--- config.mk ---
export PLATFORM = sky130hd
export DESIGN_NAME = keypad_expander_gpio_block
export DESIGN_NICKNAME = d
export VERILOG_FILES = /design/src/gpio_block_pkg.sv /design/src/keypad_expander_gpio_block.sv
export VERILOG_INCLUDE_DIRS = /design/src
export SDC_FILE = /design/constraint.sdc
export NUM_CORES = 1
export LEC_CHECK = 0
export ABC_CLOCK_PERIOD_IN_PS = 28000
export BUFFER_PORTS_ARGS = -buffer_cell sky130_fd_sc_hd__buf_2
export CORE_MARGIN = 2
export CORE_UTILIZATION = 45
export DETAILED_ROUTE_END_ITERATION = 10
export GPL_TIMING_DRIVEN = 1
export MAX_ROUTING_LAYER = met4
export PLACE_DENSITY = 0.67
export SETUP_SLACK_MARGIN = 0.4
export SYNTH_ARGS = -nofsm -noshare
export SYNTH_HDL_FRONTEND = slang
export SYNTH_SLANG_ARGS = --single-unit
--- constraint.sdc ---
create_clock -name ref_clk_i -period 28 [get_ports ref_clk_i]
set_clock_uncertainty 0.05 [all_clocks]
set_input_delay 5.6 -clock ref_clk_i [delete_from_list [all_inputs] [get_ports ref_clk_i]]
set_output_delay 5.6 -clock ref_clk_i [all_outputs]
set_load 0.01 [all_outputs]
--- src/gpio_block_regs.svh ---
// constants for the keypad expander general-purpose line block
// assumes inclusion by the design file only
`ifndef GPIO_BLOCK_REGS_SVH
`define GPIO_BLOCK_REGS_SVH
`define N_LINES        18
`define N_ROWS         8
`define ROW_CODE_BASE  7'h61
`define COL_CODE_BASE  7'h69
`define LAST_CODE      7'h72
`define DEB_TIME_NS    275000
`define CLK_PERIOD_NS  20
`define DEB_CYCLES     (`DEB_TIME_NS / `CLK_PERIOD_NS)
`define INT_GAP_CYCLES (`DEB_TIME_NS / `CLK_PERIOD_NS)
`define EVT_PRESS_BIT  7
`endif

--- src/gpio_block_pkg.sv ---
// types for the keypad expander general-purpose line block
// assumes gpio_block_regs.svh is on the include path
package gpio_block_pkg;
  typedef enum logic [1:0] {
    INT_IDLE = 2'b00,
    INT_ON   = 2'b01,
    INT_GAP  = 2'b11
  } int_state_t;
endpackage

--- src/keypad_expander_gpio_block.sv ---
// general-purpose line block of a keypad and port expander
// assumes register writes arrive as pulses from the host-side register file
`include "gpio_block_regs.svh"
`timescale 1ns/1ps
`default_nettype none

module keypad_expander_gpio_block
  import gpio_block_pkg::*;
#(
  parameter int N_LINES    = `N_LINES,
  parameter int DEB_CYCLES = `DEB_CYCLES,
  parameter int GAP_CYCLES = `INT_GAP_CYCLES
) (
  input  wire logic               ref_clk_i,
  input  wire logic               rst_b_i,
  input  wire logic [N_LINES-1:0] pin_i,
  output logic      [N_LINES-1:0] pin_o,
  output logic      [N_LINES-1:0] pin_oe_o,
  output logic      [N_LINES-1:0] pull_up_en_o,
  input  wire logic [N_LINES-1:0] gpio_mode_i,
  input  wire logic [N_LINES-1:0] dir_out_i,
  input  wire logic [N_LINES-1:0] out_data_i,
  input  wire logic [N_LINES-1:0] pull_dis_i,
  input  wire logic [N_LINES-1:0] int_en_i,
  input  wire logic [N_LINES-1:0] int_level_i,
  input  wire logic [N_LINES-1:0] deb_dis_i,
  input  wire logic [N_LINES-1:0] input_event_mode_select_i,
  input  wire logic               locked_input_event_global_cfg_i,
  input  wire logic               keypad_locked_i,
  input  wire logic               int_pulse_cfg_i,
  input  wire logic               int_clear_i,
  input  wire logic               int_stat_rd_i,
  input  wire logic               event_pending_i,
  input  wire logic               event_ready_i,
  output logic      [N_LINES-1:0] data_stat_o,
  output logic      [N_LINES-1:0] int_stat_o,
  output logic                    event_valid_o,
  output logic      [7:0]         event_code_o,
  output logic                    int_b_o,
  output logic                    int_oe_o,
  output logic                    rst_done_o
);

  initial begin
    if (N_LINES != `N_LINES) $error("line count must be 18");
    if (DEB_CYCLES < 1 || GAP_CYCLES < 1) $error("counts must be >= 1");
    if (DEB_CYCLES > 65536) $error("debounce count exceeds 16 bits");
  end

  // ==========================================================
  // reset synchroniser and debounce
  logic        rs1_q, rs2_q;
  logic [31:0] rst_cnt_q   = 32'h0000_0000;
  logic        deb_rst_n_q = 1'b0;
  logic        rst_n;

  // pin synchroniser: a short low pulse must not reset anything
  always_ff @(posedge ref_clk_i) begin
    rs1_q <= rst_b_i;
    rs2_q <= rs1_q;
  end

  // pin low must persist for the debounce time before acting
  always_ff @(posedge ref_clk_i) begin
    if (rs2_q) begin
      rst_cnt_q   <= 32'h0000_0000;
      deb_rst_n_q <= 1'b1;
    end else if (rst_cnt_q >= 32'(DEB_CYCLES - 1)) begin
      deb_rst_n_q <= 1'b0;
    end else begin
      rst_cnt_q <= rst_cnt_q + 32'h0000_0001;
    end
  end
  assign rst_n      = deb_rst_n_q;
  assign rst_done_o = deb_rst_n_q;

  // ==========================================================
  // pin synchronisers and per-line debounce
  logic [N_LINES-1:0] p1_q, p2_q, deb_q;
  logic [15:0]        dcnt_q [N_LINES];
  logic [N_LINES-1:0] is_in;
  assign is_in = gpio_mode_i & ~dir_out_i;

  always_ff @(posedge ref_clk_i or negedge rst_n) begin
    if (!rst_n) begin
      p1_q <= '0;
      p2_q <= '0;
    end else begin
      p1_q <= pin_i;
      p2_q <= p1_q;
    end
  end

  always_ff @(posedge ref_clk_i or negedge rst_n) begin
    if (!rst_n) begin
      deb_q <= '0;
      for (int i = 0; i < N_LINES; i++) dcnt_q[i] <= 16'h0000;
    end else begin
      for (int i = 0; i < N_LINES; i++) begin
        if (p2_q[i] == deb_q[i]) begin
          dcnt_q[i] <= 16'h0000;
        end else if (deb_dis_i[i] ||
                     dcnt_q[i] >= 16'(DEB_CYCLES - 1)) begin
          deb_q[i]  <= p2_q[i];
          dcnt_q[i] <= 16'h0000;
        end else begin
          dcnt_q[i] <= dcnt_q[i] + 16'h0001;
        end
      end
    end
  end

  // ==========================================================
  // outputs and pulls
  always_ff @(posedge ref_clk_i or negedge rst_n) begin
    if (!rst_n) begin
      pin_o        <= '0;
      pin_oe_o     <= '0;
      pull_up_en_o <= '0;
    end else begin
      pin_o        <= out_data_i;
      pin_oe_o     <= gpio_mode_i & dir_out_i;
      pull_up_en_o <= is_in & ~pull_dis_i;
    end
  end

  // ==========================================================
  // status: data and sticky interrupt, clear on read
  logic [N_LINES-1:0] active;
  assign active = is_in & ~(deb_q ^ int_level_i);

  always_ff @(posedge ref_clk_i or negedge rst_n) begin
    if (!rst_n) begin
      data_stat_o <= '0;
      int_stat_o  <= '0;
    end else begin
      data_stat_o <= deb_q & is_in;
      // set wins over clear on read
      int_stat_o  <= (int_stat_rd_i ? '0 : int_stat_o) |
                     (active & int_en_i);
    end
  end

  // ==========================================================
  // event logging: press on active, then watch opposite
  logic [N_LINES-1:0] armed_q, pend_q;
  logic [N_LINES-1:0] pend_press_q;
  logic               blocked;
  logic [N_LINES-1:0] logging;
  int                 sel;
  logic [4:0]         cur_q;

  // blocked while locked when either opt-out applies
  assign blocked = keypad_locked_i & locked_input_event_global_cfg_i;
  assign logging = input_event_mode_select_i & is_in &
                   ~({N_LINES{blocked}} |
                     ({N_LINES{keypad_locked_i}} &
                      input_event_mode_select_i));

  always_comb begin
    sel = -1;
    for (int i = N_LINES - 1; i >= 0; i--) begin
      if (pend_q[i]) sel = i;
    end
  end

  always_ff @(posedge ref_clk_i or negedge rst_n) begin
    if (!rst_n) begin
      armed_q      <= '0;
      pend_q       <= '0;
      pend_press_q <= '0;
    end else begin
      for (int i = 0; i < N_LINES; i++) begin
        if (event_valid_o && event_ready_i && cur_q == 5'(i)) begin
          pend_q[i] <= 1'b0;
        end
        if (logging[i] && !pend_q[i]) begin
          if (active[i] && !armed_q[i]) begin
            armed_q[i]      <= 1'b1;
            pend_q[i]       <= 1'b1;
            pend_press_q[i] <= 1'b1;
          end else if (!active[i] && armed_q[i]) begin
            armed_q[i]      <= 1'b0;
            pend_q[i]       <= 1'b1;
            pend_press_q[i] <= 1'b0;
          end
        end
      end
    end
  end

  // code: rows from 97, columns from 105
  always_ff @(posedge ref_clk_i or negedge rst_n) begin
    if (!rst_n) begin
      event_valid_o <= 1'b0;
      event_code_o  <= 8'h00;
      cur_q         <= 5'h00;
    end else if (!event_valid_o || event_ready_i) begin
      event_valid_o <= 1'b0;
      if (sel >= 0 && !(event_valid_o && event_ready_i)) begin
        event_valid_o <= 1'b1;
        cur_q         <= 5'(sel);
        event_code_o[`EVT_PRESS_BIT] <= pend_press_q[sel];
        event_code_o[6:0] <= (sel < `N_ROWS) ?
          7'(`ROW_CODE_BASE + sel) :
          7'(`COL_CODE_BASE + sel - `N_ROWS);
      end
    end
  end

  // ==========================================================
  // interrupt output with optional gap
  int_state_t  ist_q;
  logic [31:0] gap_q;
  logic        cause;
  assign cause = |(int_stat_o & int_en_i) | event_pending_i;

  always_ff @(posedge ref_clk_i or negedge rst_n) begin
    if (!rst_n) begin
      ist_q <= INT_IDLE;
      gap_q <= 32'h0000_0000;
    end else begin
      case (ist_q)
        INT_IDLE: if (cause) ist_q <= INT_ON;
        INT_ON: begin
          if (!cause) ist_q <= INT_IDLE;
          else if (int_clear_i && int_pulse_cfg_i) begin
            ist_q <= INT_GAP;
            gap_q <= 32'h0000_0000;
          end
        end
        INT_GAP: begin
          if (gap_q >= 32'(GAP_CYCLES - 1)) ist_q <= INT_IDLE;
          else gap_q <= gap_q + 32'h0000_0001;
        end
        default: ist_q <= INT_IDLE;
      endcase
    end
  end
  assign int_b_o  = 1'b0;
  assign int_oe_o = (ist_q == INT_ON);

  // ==========================================================
  // checks
  property p_out_drive;
    @(posedge ref_clk_i) disable iff (!rst_n)
      1 |=> pin_oe_o == $past(gpio_mode_i & dir_out_i);
  endproperty
  a_out_drive: assert property (p_out_drive)
    else $error("output enable wrong");

  property p_gap_hold;
    @(posedge ref_clk_i) disable iff (!rst_n)
      (ist_q == INT_ON && int_clear_i && int_pulse_cfg_i && cause)
      |=> !int_oe_o;
  endproperty
  a_gap_hold: assert property (p_gap_hold)
    else $error("no gap after clear");

  property p_no_gap;
    @(posedge ref_clk_i) disable iff (!rst_n)
      (int_oe_o && !int_pulse_cfg_i && event_pending_i) |=> int_oe_o;
  endproperty
  a_no_gap: assert property (p_no_gap)
    else $error("interrupt dropped");

  property p_int_cause;
    @(posedge ref_clk_i) disable iff (!rst_n)
      (ist_q == INT_IDLE && cause) |=> int_oe_o;
  endproperty
  a_int_cause: assert property (p_int_cause)
    else $error("interrupt not raised");

  property p_rd_clear;
    @(posedge ref_clk_i) disable iff (!rst_n)
      (int_stat_rd_i && !(|(active & int_en_i))) |=> int_stat_o == '0;
  endproperty
  a_rd_clear: assert property (p_rd_clear)
    else $error("status not cleared");

  property p_code_range;
    @(posedge ref_clk_i) disable iff (!rst_n)
      event_valid_o |-> event_code_o[6:0] >= `ROW_CODE_BASE &&
                        event_code_o[6:0] <= `LAST_CODE;
  endproperty
  a_code_range: assert property (p_code_range)
    else $error("event code out of range");

  property p_locked;
    @(posedge ref_clk_i) disable iff (!rst_n)
      (keypad_locked_i && locked_input_event_global_cfg_i) |=>
        $stable(armed_q) || !keypad_locked_i;
  endproperty
  a_locked: assert property (p_locked)
    else $error("event logged while locked");

  property p_data_stat;
    @(posedge ref_clk_i) disable iff (!rst_n)
      1 |=> data_stat_o == $past(deb_q & is_in);
  endproperty
  a_data_stat: assert property (p_data_stat)
    else $error("data status wrong");

endmodule // keypad_expander_gpio_block
`default_nettype wire

==> metrics.txt <==
Most flops, register=dcnt_q; clock-pin slew on the worst setup and hold paths=0.07 ns; CTS tree=built; buffers added on ports=270; post-synthesis cell area=24280 sq um; Slew @ Worst Pin=1.082 ns; hold buffers post-CTS=0; row count=85; fin nets=2976; Yosys top cell by area=dfrtp_1; Worst Path Arrival=1.66 ns; initial antenna violation count=4; die width=236.3 microns; total design power=1.919 mW; status=complete, no violations; Post-Syn Area per Cell=10.25 sq um; number of synthesized flops with an enable pin=0; Post-DP HPWL=36.79 mm; minimum clock period=7.311 ns; vias in the first global route=17460; Primary FF master, synth=dfrtp_1; Area Growth Syn to Fin=17.88%; Max Fclk=0.1368 GHz; worst vdd ir=0.04386 mV; type of the worst setup path=flip-flop to primary output; number of flip-flops in the largest register=288; RSZ-0062 raised after global routing=no; critical path's slowest cell=dfxtp_4; CTS max path bufs=3; Slew HR=27.57%; CP startpoint kind=flip-flop; FFs w/ async S/R, synth=93.65%; drc violations=0; PwrDens=67.04 nW/um^2; fin crit share=26.11%; crit-path cells=buf_2; Final Hold Fails=0; Yosys reg bits=551; Total Die Area=55830 sq um; post-route cell area=28620 sq um; dpl ws=20.20 ns; crit-path max cell delay=0.74 ns; number of buffers created by CTS=59; post-route setup slack=20.69 ns; synth warn=0; die height=236.3 microns; Unique masters post-synth=60; share of layout cells above drive strength 1=15.81%; Synth area leaders=dfrtp_1, nor2_1, xor2_1, ha_1, xnor2_1; Post-Route WL=51.58 mm; drt initial violations=795; Mapped Cells=2369; postcts setup bufs=0; Synth top area share=53.18%; commonest cells in the netlist=dfrtp_1, nor2_1, nand2_1, xor2_1, inv_1; count leader, synth=dfrtp_1; worst min path class=flip-flop to async pin; worst-path fanout max=44; # IOs=273; Top delay family on crit path=flip-flops; global-route wire length before repair=86.02 mm; Initial DRT Pass Iterations=5; worst path required time=22.35 ns; GRT Util Overall=19.42%; Critical Path Sink Type=primary output; wire length per cell=14.92 microns; post-CTS sizing=0; Buf+Inv Stages, Crit Path=1; htree depth=2; biggest regs=dcnt_q x288, gap_q x32, rst_cnt_q x32; CTS root buf=clkbuf_16; # fillers=4769; Final Util=53.40%; core area=53600 sq um; final setup TNS=0 ns; GRT Residual Overflow=0; post-synthesis sequential area ratio=56.07%; Slew Viols, Final=0; max cap viols=0; antenna violation net count after detailed routing=0; starting density of the core=45.30%; CTS sink cnt=551; P_leak=12.84 nW; largest net degree at the start of global routing=149; Setup violations, final=0; placed cell areas=26560 sq um; RD Place Congestion=0.8548; clock latency at the later pin of the worst-skew pair=0.61 ns; vias per inst=4.967; routed vias=17180
layout make-up:
type | count | area, sq um | area share [%]
clock buffer | 79 | 1695 | 5.924
multi-input combinational | 1672 | 10100 | 35.28
clock inverter | 32 | 359.1 | 1.255
antenna | 4 | 10.01 | 0.03497
sequential | 551 | 13620 | 47.58
tap | 696 | 870.8 | 3.043
timing repair buffer | 278 | 1424 | 4.975
inverter | 146 | 548.0 | 1.915
routing by layer:
metal	vias up	track usage (%)	part of all wire, %
li1	8429	-	-
met1	8347	25.38	45
met2	324	31.14	48
met3	75	3.604	4.6
met4	0	5.351	2.3
met5	-	-	0
cell families (layout without fill, tap and decap cells):
| logic type | count (synthesis) | in the layout | synth area share, % |
|---|---|---|---|
| buffers and inverters | 182 | 535 | 2.906 |
| AO/OA/AOI/OAI | 271 | 271 | 6.988 |
| AND/OR/NAND/NOR | 983 | 983 | 18.50 |
| adder cells (fa/ha/maj) | 97 | 97 | 4.998 |
| multiplexers | 36 | 36 | 1.582 |
| flip-flops | 551 | 551 | 56.07 |
| other | 1 | 41 | 0.01544 |
| XOR/XNOR | 248 | 248 | 8.946 |
power by group:
| part | leakage [nW] | internal [mW] | switching [mW] | total [mW] |
|---|---|---|---|---|
| registers | 6.95 | 0.844 | 0.0552 | 0.899 |
| logic | 4.87 | 0.0918 | 0.120 | 0.212 |
| clock network | 1.02 | 0.483 | 0.325 | 0.808 |
| total | 12.8 | 1.42 | 0.500 | 1.92 |
cells in the final DEF, fill, tap and decap left out, types with 21 or more instances in the layout:
master,Yosys,final
dfrtp_1,516,516
nor2_1,416,416
buf_2,3,270
nand2_1,190,190
xor2_1,165,165
inv_1,146,146
o21ai_0,104,104
nand3_1,101,101
ha_1,97,97
xnor2_1,83,83
clkbuf_16,0,62
a21oi_1,56,56
and3_1,54,54
and2_1,54,54
nand2b_1,45,45
nor3_1,45,45
conb_1,1,37
dfxtp_1,35,34
nor2b_1,22,22
o211ai_1,22,22
o21bai_1,21,21
path summary, 6_finish.rpt:
| path | from | to | slack [ns] | depth (start not counted) |
|---|---|---|---|---|
| min | rst_done_o | dcnt_q[213] | 0.23 | 0 |
| min reg2reg | rst_done_o | dcnt_q[213] | 0.23 | 0 |
| min in group ref_clk_i | p1_q[17] | p2_q[17] | 0.29 | 0 |
| max reg2reg | rst_done_o | deb_q[7] | 24.85 | 3 |
| max | rst_done_o | rst_done_o | 20.69 | 1 |
| max in group asynchronous | rst_done_o | deb_q[7] | 24.85 | 3 |
stage by stage:
stage / std cells / hold slack [ns]
floorplan: 2405 / 0.2596
global placement: 3343 / 0.2622
detailed placement: 3343 / 0.2749
CTS: 3454 / 0.2699
global route: 3457 / 0.2963
finish: 3458 / 0.2297
Note: power is estimated with default switching activity, not from simulation.
